## src/rtl/btdu_pkg.sv

```systemverilog
// shared constants and types for the bus trace debug unit
package btdu_pkg;
   localparam logic [7:0] BTDU_OFS_CMP_A_HIGH = 8'h00;
   localparam logic [7:0] BTDU_OFS_CMP_A_LOW = 8'h01;
   localparam logic [7:0] BTDU_OFS_CMP_B_HIGH = 8'h02;
   localparam logic [7:0] BTDU_OFS_CMP_B_LOW = 8'h03;
   localparam logic [7:0] BTDU_OFS_TRACE_HIGH = 8'h04;
   localparam logic [7:0] BTDU_OFS_TRACE_LOW = 8'h05;
   localparam logic [7:0] BTDU_OFS_CONTROL = 8'h06;
   localparam logic [7:0] BTDU_OFS_TRIGGER = 8'h07;
   localparam logic [7:0] BTDU_OFS_STATUS = 8'h08;
   localparam logic [7:0] BTDU_OFS_FORCE_RESET = 8'h09;
   localparam int BTDU_BIT_ENABLE = 7;
   localparam int BTDU_BIT_ARM = 6;
   localparam int BTDU_BIT_TAG = 5;
   localparam int BTDU_BIT_BREAK_REQUEST_ENABLE = 4;
   localparam int BTDU_BIT_RWA = 3;
   localparam int BTDU_BIT_DIRECTION_CHECK_FIRST = 2;
   localparam int BTDU_BIT_RWB = 1;
   localparam int BTDU_BIT_DIRECTION_CHECK_SECOND = 0;
   localparam int BTDU_BIT_FORCE_RESET = 0;
   localparam int BTDU_BIT_TRG_SEL = 7;
   localparam int BTDU_BIT_BEGIN = 6;
   localparam logic [7:0] BTDU_RST_BYTE = 8'h00;
   localparam logic [15:0] BTDU_RST_WORD = 16'h0000;
   localparam int BTDU_DEPTH = 8;
   localparam logic [3:0] BTDU_MODE_A_ONLY = 4'h0;
   localparam logic [3:0] BTDU_MODE_A_OR_B = 4'h1;
   localparam logic [3:0] BTDU_MODE_EVENT_B = 4'h3;
   localparam logic [3:0] BTDU_MODE_A_THEN_EV = 4'h4;
   localparam logic [3:0] BTDU_MODE_A_AND_B = 4'h5;
   localparam logic [3:0] BTDU_MODE_A_NOT_B = 4'h6;
   localparam logic [3:0] BTDU_MODE_INSIDE = 4'h7;
   localparam logic [3:0] BTDU_MODE_OUTSIDE = 4'h8;

   typedef struct packed {
      logic [15:0] addr;
      logic [7:0] data;
      logic read;
      logic valid;
      logic opcodeFetch;
   } btdu_bus_s;

   typedef struct packed {
      logic [7:0] addr;
      logic [7:0] wdata;
      logic write;
      logic read;
      logic serial;
   } btdu_reg_s;

   typedef enum logic [2:0] {
      BTDU_IDLE = 3'b001,
      BTDU_WAIT = 3'b010,
      BTDU_STORE = 3'b100
   } btdu_run_e;
endpackage

```

## src/rtl/btdu_comparator.sv

```systemverilog
// one 16-bit address comparator with direction qualification
`timescale 1ns/1ps
`default_nettype none
module btdu_comparator (
   input wire logic [15:0] value,
   input wire btdu_pkg::btdu_bus_s bus,
   input wire logic dirCheck,
   input wire logic dirRead,
   output logic hit,
   output logic equal
);
   always_comb begin
      equal = bus.valid && (bus.addr == value);
      hit = equal && (!dirCheck || (bus.read == dirRead));
   end
endmodule
`default_nettype wire

```

## src/rtl/btdu_top.sv

```systemverilog
// bus trace debug unit: comparators, trace buffer, breakpoint, forced reset
// How it works
// - breakpoint address written only through the bkptWrite port
// - forced reset: serial writes only, reads zero
// - serial write of bit0 resets the chip
// - comparator bytes reset zero, writable unarmed
// - high byte upper, low byte lower bits
// - trace high port read-only, zero in event modes
// - low read advances, high read does not
// - event modes store data byte only
// - no advance on low reads while armed
// - unarmed low read stores last opcode address
// - profiling acts as eight-deep delay
// - control register always readable and writable
// - enable refused while secured
// - arm set by write, cleared by completion
// - bit5 selects tag or force break
// - break on trigger or buffer full
// - comparator A direction qualification
// - comparator B direction qualification
// - breakpoint disabled ignores address and select
// - force breaks at boundary, else tags opcode
// - run ends on full or trigger
`timescale 1ns/1ps
`default_nettype none
module btdu_top (
   input wire logic mclk,
   input wire logic reset_n,
   input wire btdu_pkg::btdu_bus_s bus,
   input wire btdu_pkg::btdu_reg_s regReq,
   input wire logic secured,
   input wire logic breakpointEnable,
   input wire logic forceOrTagSelect,
   input wire logic bkptWrite,
   input wire logic [15:0] bkptWdata,
   output logic [15:0] bkptRdata,
   output logic [7:0] rdata,
   output logic forceSystemReset,
   output logic breakForce,
   output logic breakTag,
   output logic bkptForce,
   output logic bkptTag
);
   logic [15:0] bkptAddr, next_bkptAddr;
   logic [7:0] cmpAH, cmpAL, cmpBH, cmpBL, control, trigger;
   logic [7:0] next_cmpAH, next_cmpAL, next_cmpBH, next_cmpBL, next_control, next_trigger;
   logic [15:0] fifo [0:7];
   logic [15:0] next_fifo [0:7];
   logic [3:0] count, next_count;
   logic flagA, flagB, next_flagA, next_flagB;
   logic resetPulse, next_resetPulse;
   logic breakPulse, next_breakPulse;
   logic [15:0] lastOpcode, next_lastOpcode;
   btdu_pkg::btdu_run_e runState, next_runState;
   logic hitA, hitB, eqA, eqB, armed, enabled, eventMode, beginTrace, trig, store;
   logic wrUser, rdLow, full;
   logic [15:0] valA, valB;

   assign valA = {cmpAH, cmpAL};
   assign valB = {cmpBH, cmpBL};
   assign armed = control[btdu_pkg::BTDU_BIT_ARM];
   assign enabled = control[btdu_pkg::BTDU_BIT_ENABLE];
   assign eventMode = (trigger[3:0] == btdu_pkg::BTDU_MODE_EVENT_B) ||
                      (trigger[3:0] == btdu_pkg::BTDU_MODE_A_THEN_EV);
   assign beginTrace = trigger[btdu_pkg::BTDU_BIT_BEGIN] || eventMode;
   assign wrUser = regReq.write;
   assign rdLow = regReq.read && (regReq.addr == btdu_pkg::BTDU_OFS_TRACE_LOW);
   assign full = (count == 4'(btdu_pkg::BTDU_DEPTH));

   btdu_comparator cmpA (
      .value(valA),
      .bus(bus),
      .dirCheck(control[btdu_pkg::BTDU_BIT_DIRECTION_CHECK_FIRST]),
      .dirRead(control[btdu_pkg::BTDU_BIT_RWA]),
      .hit(hitA),
      .equal(eqA)
   );
   btdu_comparator cmpB (
      .value(valB),
      .bus(bus),
      .dirCheck(control[btdu_pkg::BTDU_BIT_DIRECTION_CHECK_SECOND]),
      .dirRead(control[btdu_pkg::BTDU_BIT_RWB]),
      .hit(hitB),
      .equal(eqB)
   );

   // trigger condition per mode; inside/outside use raw address order
   always_comb begin
      unique case (trigger[3:0])
         btdu_pkg::BTDU_MODE_A_ONLY: trig = hitA;
         btdu_pkg::BTDU_MODE_A_OR_B: trig = hitA || hitB;
         btdu_pkg::BTDU_MODE_EVENT_B: trig = hitB;
         btdu_pkg::BTDU_MODE_A_THEN_EV: trig = flagA && hitB;
         btdu_pkg::BTDU_MODE_A_AND_B: trig = hitA && (bus.data == cmpBL);
         btdu_pkg::BTDU_MODE_A_NOT_B: trig = hitA && (bus.data != cmpBL);
         btdu_pkg::BTDU_MODE_INSIDE: trig = bus.valid && bus.addr >= valA && bus.addr <= valB;
         btdu_pkg::BTDU_MODE_OUTSIDE: trig = bus.valid && (bus.addr < valA || bus.addr > valB);
         4'h2: trig = flagA && hitB;
         default: trig = 1'b0;
      endcase
   end

   always_comb begin
      next_bkptAddr = bkptAddr;
      next_cmpAH = cmpAH;
      next_cmpAL = cmpAL;
      next_cmpBH = cmpBH;
      next_cmpBL = cmpBL;
      next_control = control;
      next_trigger = trigger;
      next_count = count;
      next_flagA = flagA;
      next_flagB = flagB;
      next_runState = runState;
      next_resetPulse = 1'b0;
      next_breakPulse = 1'b0;
      next_lastOpcode = bus.valid && bus.opcodeFetch ? bus.addr : lastOpcode;
      store = 1'b0;
      for (int i = 0; i < btdu_pkg::BTDU_DEPTH; i++) next_fifo[i] = fifo[i];
      if (bkptWrite) next_bkptAddr = bkptWdata;
      if (wrUser && !armed) begin
         unique case (regReq.addr)
            btdu_pkg::BTDU_OFS_CMP_A_HIGH: next_cmpAH = regReq.wdata;
            btdu_pkg::BTDU_OFS_CMP_A_LOW: next_cmpAL = regReq.wdata;
            btdu_pkg::BTDU_OFS_CMP_B_HIGH: next_cmpBH = regReq.wdata;
            btdu_pkg::BTDU_OFS_CMP_B_LOW: next_cmpBL = regReq.wdata;
            btdu_pkg::BTDU_OFS_TRIGGER: next_trigger = regReq.wdata & 8'hcf;
            default: ;
         endcase
      end
      if (wrUser && regReq.serial && regReq.addr == btdu_pkg::BTDU_OFS_FORCE_RESET)
         next_resetPulse = regReq.wdata[btdu_pkg::BTDU_BIT_FORCE_RESET];
      if (wrUser && regReq.addr == btdu_pkg::BTDU_OFS_CONTROL) begin
         next_control = regReq.wdata;
         next_control[btdu_pkg::BTDU_BIT_ENABLE] = regReq.wdata[btdu_pkg::BTDU_BIT_ENABLE] && !secured;
         next_control[btdu_pkg::BTDU_BIT_ARM] = regReq.wdata[btdu_pkg::BTDU_BIT_ARM] &&
                                               next_control[btdu_pkg::BTDU_BIT_ENABLE];
         if (next_control[btdu_pkg::BTDU_BIT_ARM] && !armed) begin
            next_count = 4'h0;
            next_flagA = 1'b0;
            next_flagB = 1'b0;
            next_runState = beginTrace ? btdu_pkg::BTDU_WAIT : btdu_pkg::BTDU_STORE;
         end
         if (!next_control[btdu_pkg::BTDU_BIT_ARM]) next_runState = btdu_pkg::BTDU_IDLE;
      end else if (armed && enabled) begin
         if (hitA) next_flagA = 1'b1;
         if (hitB) next_flagB = 1'b1;
         unique case (runState)
            btdu_pkg::BTDU_IDLE: ;
            btdu_pkg::BTDU_WAIT: if (trig) begin
               next_runState = btdu_pkg::BTDU_STORE;
               store = 1'b1;
            end
            btdu_pkg::BTDU_STORE: begin
               if (beginTrace) store = bus.valid && (eventMode ? hitB : bus.opcodeFetch);
               else if (trig) begin
                  next_control[btdu_pkg::BTDU_BIT_ARM] = 1'b0;
                  next_runState = btdu_pkg::BTDU_IDLE;
                  next_breakPulse = control[btdu_pkg::BTDU_BIT_BREAK_REQUEST_ENABLE];
               end else store = bus.valid && bus.opcodeFetch;
            end
            default: next_runState = btdu_pkg::BTDU_IDLE;
         endcase
         if (store) begin
            for (int i = 0; i < btdu_pkg::BTDU_DEPTH - 1; i++) next_fifo[i] = fifo[i + 1];
            next_fifo[btdu_pkg::BTDU_DEPTH - 1] = eventMode ? {8'h00, bus.data} : bus.addr;
            if (!full) next_count = count + 4'h1;
            if (beginTrace && count == 4'(btdu_pkg::BTDU_DEPTH - 1)) begin
               next_control[btdu_pkg::BTDU_BIT_ARM] = 1'b0;
               next_runState = btdu_pkg::BTDU_IDLE;
               next_breakPulse = control[btdu_pkg::BTDU_BIT_BREAK_REQUEST_ENABLE];
            end
         end
      end
      // armed reads of the low port leave the buffer still
      if (rdLow && !armed) begin
         for (int i = 0; i < btdu_pkg::BTDU_DEPTH - 1; i++) next_fifo[i] = fifo[i + 1];
         next_fifo[btdu_pkg::BTDU_DEPTH - 1] = lastOpcode;
      end
   end

   always_ff @(posedge mclk) begin
      if (!reset_n) begin
         bkptAddr <= btdu_pkg::BTDU_RST_WORD;
         cmpAH <= btdu_pkg::BTDU_RST_BYTE;
         cmpAL <= btdu_pkg::BTDU_RST_BYTE;
         cmpBH <= btdu_pkg::BTDU_RST_BYTE;
         cmpBL <= btdu_pkg::BTDU_RST_BYTE;
         control <= btdu_pkg::BTDU_RST_BYTE;
         trigger <= btdu_pkg::BTDU_RST_BYTE;
         count <= 4'h0;
         flagA <= 1'b0;
         flagB <= 1'b0;
         resetPulse <= 1'b0;
         breakPulse <= 1'b0;
         lastOpcode <= btdu_pkg::BTDU_RST_WORD;
         runState <= btdu_pkg::BTDU_IDLE;
         for (int i = 0; i < btdu_pkg::BTDU_DEPTH; i++) fifo[i] <= btdu_pkg::BTDU_RST_WORD;
      end else begin
         bkptAddr <= next_bkptAddr;
         cmpAH <= next_cmpAH;
         cmpAL <= next_cmpAL;
         cmpBH <= next_cmpBH;
         cmpBL <= next_cmpBL;
         control <= next_control;
         trigger <= next_trigger;
         count <= next_count;
         flagA <= next_flagA;
         flagB <= next_flagB;
         resetPulse <= next_resetPulse;
         breakPulse <= next_breakPulse;
         lastOpcode <= next_lastOpcode;
         runState <= next_runState;
         for (int i = 0; i < btdu_pkg::BTDU_DEPTH; i++) fifo[i] <= next_fifo[i];
      end
   end

   always_comb begin
      unique case (regReq.addr)
         btdu_pkg::BTDU_OFS_CMP_A_HIGH: rdata = cmpAH;
         btdu_pkg::BTDU_OFS_CMP_A_LOW: rdata = cmpAL;
         btdu_pkg::BTDU_OFS_CMP_B_HIGH: rdata = cmpBH;
         btdu_pkg::BTDU_OFS_CMP_B_LOW: rdata = cmpBL;
         btdu_pkg::BTDU_OFS_TRACE_HIGH: rdata = eventMode ? 8'h00 : fifo[0][15:8];
         btdu_pkg::BTDU_OFS_TRACE_LOW: rdata = fifo[0][7:0];
         btdu_pkg::BTDU_OFS_CONTROL: rdata = control;
         btdu_pkg::BTDU_OFS_TRIGGER: rdata = trigger;
         btdu_pkg::BTDU_OFS_STATUS: rdata = {flagA, flagB, armed, 1'b0, count};
         default: rdata = 8'h00;
      endcase
   end

   always_comb begin
      bkptRdata = bkptAddr;
      forceSystemReset = resetPulse;
      breakForce = breakPulse && !control[btdu_pkg::BTDU_BIT_TAG];
      breakTag = breakPulse && control[btdu_pkg::BTDU_BIT_TAG];
      bkptForce = breakpointEnable && forceOrTagSelect && bus.valid && bus.addr == bkptAddr;
      bkptTag = breakpointEnable && !forceOrTagSelect && bus.valid && bus.opcodeFetch &&
                bus.addr == bkptAddr;
   end
endmodule
`default_nettype wire

```

## config.mk

```make
export PLATFORM = sky130hd
export DESIGN_NAME = btdu_top
export DESIGN_NICKNAME = d
export VERILOG_FILES = /design/src/rtl/btdu_pkg.sv /design/src/rtl/btdu_comparator.sv /design/src/rtl/btdu_top.sv
export SDC_FILE = /design/constraint.sdc
export NUM_CORES = 1
export LEC_CHECK = 0
export ABC_AREA = 1
export BUFFER_PORTS_ARGS = -buffer_cell sky130_fd_sc_hd__buf_2
export CAP_MARGIN = 25
export CORE_ASPECT_RATIO = 1.75
export CORE_MARGIN = 2
export CORE_UTILIZATION = 54
export DETAILED_ROUTE_END_ITERATION = 12
export PLACE_DENSITY = 0.79
export SLEW_MARGIN = 20
export SYNTH_ARGS = -nofsm -noshare
export SYNTH_HDL_FRONTEND = slang
export SYNTH_HIERARCHICAL = 1
export SYNTH_SLANG_ARGS = --single-unit
```

## constraint.sdc

```tcl
create_clock -name mclk -period 2.55 [get_ports mclk]
set_clock_uncertainty 0.15 [all_clocks]
set_input_delay 0.51 -clock mclk [delete_from_list [all_inputs] [get_ports mclk]]
set_output_delay 0.51 -clock mclk [all_outputs]
set_load 0.01 [all_outputs]
```

==> impl_metrics.yaml, run 1 <==
placed_design:
  place.gp.congestion: 1.02
  dpl_worst_slack_ns: -0.740
  postPlaceCellArea_um2: 12700
  dp_cells: 1971
  portBuffers: 96
  dp_hpwl_mm: 26.5
clocking:
  clk_pin_slew_ns: 0.07
  clock_sinks: 217
  clockRootBuffer: "clkbuf_16"
  numCtsBuffers: 21
  tritoncts: "done"
  clock_tree.buffer_depth: 3
  cts-htree-levels: 1
  clkLatencyLatePin_ns: 0.50
  ctsHoldBuffers: 0
sta:
  hold_viol: 0
  fin_ws_ns: -0.570
  setup_viol: 147
  tns_ns: -55.03
  timing.fmax_ghz: 0.320
  whs_ns: 0.0860
  worstMarginPinSlew_ns: 0.469
  rsz0062_at_grt: "yes"
  drv_slew: 0
  period_share: 1.22
  max_slew_margin: 0.685
  fin_crit_ns: 3.12
critical_path:
  end_kind: "flop"
  critPathMaxStageDelay_ns: 0.38
  cp.arrival_ns: 3.37
  cp_data_required_time_ns: 2.80
  cp_top_family: "simple AND/OR/NAND/NOR gates"
  cp_num_buf_inv: 6
  cpMaxStageDelayCell: "dfxtp_4"
  critPathMaxFanout: 8
  crit_path_start_kind: "flop"
  critPathKind: "reg2reg"
  crit_top_cell: "nand2_1"
  crit_chain: "buf_6 -> nand2_2 -> nand2_2 -> nor2_2 -> nand2_1 -> nor2_2 -> nand3_2 -> nor2_4 -> a21oi_2 -> or3_1 -> nand2_1 -> inv_1 -> nand2_1 -> inv_2 -> nand3_4 -> nand2_4 -> nand3_4 -> buf_12 -> buf_12 -> clkbuf_16 -> nand3_2 -> a21oi_1"
routing:
  first_pass_iters: 8
  drt-initial-drc-count: 1244
  wirelength_mm: 42.8
  final_antenna_net_count: 0
  wl_per_cell_um: 20.9
  drc_errors: 0
  via_per_inst: 5.85
  via_count: 12007
layout:
  fin_cells: 2051
  layout-drive-gt1-share: 0.348
  antenna-diode-count: 0
  regArea_um2: 4400
  final_nets: 1896
  fill_cells: 1318
  final_util: 0.778
  stdcell_area_um2: 15300
  synthToLayoutAreaGrowth_pct: 41.9
  multi_input_area_um2: 6540
status:
  status: "finished with violations"
  failed_checks: "negative setup slack"
synthesis:
  synth_nets: 1640
  postSynthCellCount: 1538
  syn_area_um2: 10800
  avgSynthCellArea_um2: 7.00
  yosys_warnings: 6
global_routing:
  grt_max_degree: 86
  grt.total_usage: 0.339
  grt_pass1_vias: 10933
  grt.overflow.total: 0
  grt_first_pass_wirelength_mm: 57.1
  antenna_found_initial: 0
floorplanning:
  die-area_um2: 21100
  die_width_um: 111
  die_y_um: 191
  fp-row-count: 68
  start_util: 0.548
  design.core.area_um2: 19700
  ios: 97
power_and_ir_drop:
  power_mw: 7.30
  ir_worst_vdd_uv: 815
  leakagePower_nw: 6.07
  p_per_area_nw_per_um2: 478
job:
  maxCapViolCount: 0
worst_hold_path:
  hold_class: "in2reg"
[cells in the final DEF, fill, tap and decap left out, types with 44 or more instances in the layout]
| cell type | instances |
|---|---|
| buf_2 | 92 |
| nand3_1 | 90 |
| nand2_1 | 291 |
| nand3_2 | 44 |
| a21oi_2 | 68 |
| dfxtp_1 | 190 |
| a21oi_1 | 146 |
| buf_4 | 168 |
| nor2_1 | 88 |
| inv_1 | 143 |
| o21ai_0 | 115 |
[area by class of cell]
cell class,count,share of cell area
Multi-Input combinational cell,1074,0.428
Sequential cell,217,0.288
Timing Repair Buffer,310,0.175
Inverter,170,0.0439
Clock buffer,28,0.0374
Tap cell,245,0.0201
Clock inverter,7,0.00737
[power by group]
group | switching (mW) | internal [mW]
Sequential | 0.0253 | 3.42
Clock | 1.37 | 1.88
Combinational | 0.373 | 0.242
[metal layers]
metal,track usage,share of wire,vias to the layer above
li1,-,-,5600
met1,0.363,0.34,5578
met2,0.617,0.51,591
met3,0.0375,0.059,238
met4,0.237,0.099,0
met5,0,0,-
[worst paths after layout]
check                                   from  depth (start not counted)  slack [ns]           end
worst max-delay path                cmpBH[3]                         22       -0.57   fifo[0][43]
worst min-delay path            bkptWdata[2]                          3        0.09  bkptRdata[2]
worst max register to register      cmpBH[3]                         22       -0.57   fifo[0][43]
worst min register to register  fifo[0][120]                          2        0.29  fifo[0][120]
[flip-flops by register name, indices dropped and copies added (netlist names)]
signal	flops
cmpBL	8
control	8
runState	3
flagB	1
breakPulse	1
cmpAH	8
bkptRdata	16
lastOpcode	16
fifo	128
trigger	6
cmpBH	8
forceSystemReset	1
count	4
cmpAL	8
flagA	1
[tightest hold or removal path, stage by stage]
cell	delay [ns]
buf_2	0.07
nor2_1	0.03
nor2_1	0.08
[what timing repair did]
| action | 4_1_cts | 5_1_grt |
|---|---|---|
| cloned | 3 | 19 |
| setup buffers | 12 | 13 |
| setup endpoints to repair | 146 | 147 |
| resized for setup | 118 | 216 |
| pin swaps | 15 | 70 |
No activity file was read; power rests on OpenSTA's default activity.
==> run 2: changes to the inputs <==
--- a/config.mk
+++ b/config.mk
@@ -12,7 +12,7 @@
 export CORE_MARGIN = 2
 export CORE_UTILIZATION = 54
 export DETAILED_ROUTE_END_ITERATION = 12
-export PLACE_DENSITY = 0.79
+export PLACE_DENSITY = 0.76
 export SLEW_MARGIN = 20
 export SYNTH_ARGS = -nofsm -noshare
 export SYNTH_HDL_FRONTEND = slang
==> impl_metrics.yaml, run 2 (same netlist as run 1, synthesis figures left out) <==
layout:
  fin_cells: 2036
  top_register: "fifo"
  fill_cells: 1592
  layout_commonest_cell: "nand2_1"
  synthToLayoutAreaGrowth_pct: 34.1
  layout-drive-gt1-share: 0.279
  largest_register_ffs: 128
  antenna-diode-count: 0
  final_util: 0.735
  final_nets: 1878
  layout_common_cells: "321 x nand2_1, 193 x a21oi_1, 191 x dfxtp_1"
critical_path:
  end_kind: "flop"
  critPathMaxFanout: 14
  crit_path_start_kind: "flop"
  cp.arrival_ns: 3.21
  r2r-start: "cmpBL[4]"
  critPathKind: "reg2reg"
  crit_chain: "buf_6 -> nand2_1 -> nand2_1 -> nor2_1 -> nand2_1 -> nor2_2 -> nand3_2 -> nor2_4 -> a21oi_2 -> or3_1 -> nand2_1 -> inv_1 -> nand2_1 -> inv_2 -> nand3_4 -> nand2_2 -> nand3_4 -> buf_6 -> buf_4 -> nand3_1 -> a21oi_1"
  crit_path_start: "cmpBL[4]"
  cp_num_buf_inv: 5
  reg2reg_to: "fifo[0][30]"
  rrSetupSlack_ns: -0.39
  crit_top_cell: "nand2_1"
  cpMaxStageDelayCell: "dfxtp_2"
  cp_data_required_time_ns: 2.82
  cp_num_cells: 21
  reg2regPathDepth: 21
  critPathMaxStageDelay_ns: 0.33
  cp_top_family: "simple AND/OR/NAND/NOR gates"
global_routing:
  grt_max_degree: 86
  antenna_found_initial: 0
  grt_first_pass_wirelength_mm: 56.2
  grt.total_usage: 0.334
  grt_pass1_vias: 10904
  grt.overflow.total: 0
sta:
  fin_crit_ns: 2.94
  period_share: 1.15
  setup_viol: 147
  rsz0062_at_grt: "yes"
  drv_slew: 0
  worstMarginPinSlew_ns: 0.643
  hold_viol: 0
  fin_ws_ns: -0.392
  tns_ns: -38.57
  max_slew_margin: 0.571
  timing.fmax_ghz: 0.340
placed_design:
  portBuffers: 96
  dp_hpwl_mm: 26.5
  dp_cells: 1970
  place.gp.congestion: 1.01
  dpl_worst_slack_ns: -0.763
clocking:
  tritoncts: "done"
  clock_tree.buffer_depth: 3
  clk_pin_slew_ns: 0.07
  ctsHoldBuffers: 0
  clockRootBuffer: "clkbuf_16"
  cts-htree-levels: 1
  clock_sinks: 217
  clkLatencyLatePin_ns: 0.50
  numCtsBuffers: 22
routing:
  wirelength_mm: 37.9
  drc_errors: 0
  first_pass_iters: 5
  via_per_inst: 5.63
  final_antenna_net_count: 0
  via_count: 11471
  wl_per_cell_um: 18.6
  drt-initial-drc-count: 781
worst_hold_path:
  whs_path_depth: 3
  min_to: "bkptRdata[3]"
  hold_path.startpoint: "bkptWdata[3]"
  hold_class: "in2reg"
status:
  failed_checks: "negative setup slack"
  status: "finished with violations"
floorplanning:
  die-area_um2: 21100
  fp-row-count: 68
  ios: 97
  die_width_um: 111
  design.core.area_um2: 19700
  die_y_um: 191
  start_util: 0.548
job:
  maxCapViolCount: 0
power_and_ir_drop:
  ir_worst_vdd_uv: 666
  power_mw: 7.44
  p_per_area_nw_per_um2: 515
  leakagePower_nw: 5.91
[run 2: changes by cell type in the layout (fill, tap and decap cells not counted), sizes merged]
| cell | before | now |
|---|---|---|
| clkbuf | 40 | 37 |
| clkinv | 4 | 6 |
| inv | 169 | 170 |
| nand2 | 348 | 347 |
| clkinvlp | 1 | 2 |
| bufinv | 3 | 2 |
| buf | 298 | 284 |
[run 2: per-layer routing]
metal / track usage / wire length [µm] / up-vias
met3: 0.0394 / 2010 / 143
met5: 0 / 0 / -
met2: 0.620 / 19600 / 440
li1: - / - / 5574
met4: 0.219 / 3010 / 0
met1: 0.353 / 13300 / 5314
[run 2: power by group]
group,leakage [nW],switching [mW],internal (mW)
logic,3.77,0.360,0.229
registers,1.77,0.0263,3.42
clock network,0.376,1.40,2.00
[run 2: repair_timing]
item                       in CTS  in global routing
resized for setup              98                 85
pin swaps                      10                 16
buffers inserted                7                  9
cloned                          5                 10
hold endpoints to repair        0                  0
setup endpoints to repair     147                147
[run 2: layout make-up]
class / instances / area, µm² / share of cell area
Timing Repair Buffer: 292 / 2390 / 0.165
Tap cell: 245 / 307 / 0.0212
Clock inverter: 10 / 120 / 0.00832
Inverter: 170 / 671 / 0.0464
Sequential cell: 217 / 4390 / 0.304
Multi-Input combinational cell: 1073 / 5910 / 0.410
Clock buffer: 29 / 648 / 0.0449
[run 2: worst max path at each step]
stage / to / slack (ns)
after floorplan: fifo[0][47] / -0.09
after global placement: fifo[0][47] / -0.70
after detailed placement: fifo[0][8] / -0.76
after CTS: fifo[0][74] / -0.32
after global routing: fifo[0][30] / -0.57
final: fifo[0][30] / -0.39
[run 2: metrics by stage]
stage | area (µm²) | hold WS, ns
3_5_place_dp | 12700 | 0.285
2_1_floorplan | 10800 | 0.271
6_report | 14400 | 0.0710
4_1_cts | 13900 | 0.0674
5_1_grt | 14400 | 0.0762
3_3_place_gp | 12700 | 0.281
[run 2: tightest hold or removal path, delay by kind of cell]
| kind | cells | cell delay [ns] |
|---|---|---|
| buf+inv | 1 | 0.07 |
| simple gates | 2 | 0.11 |
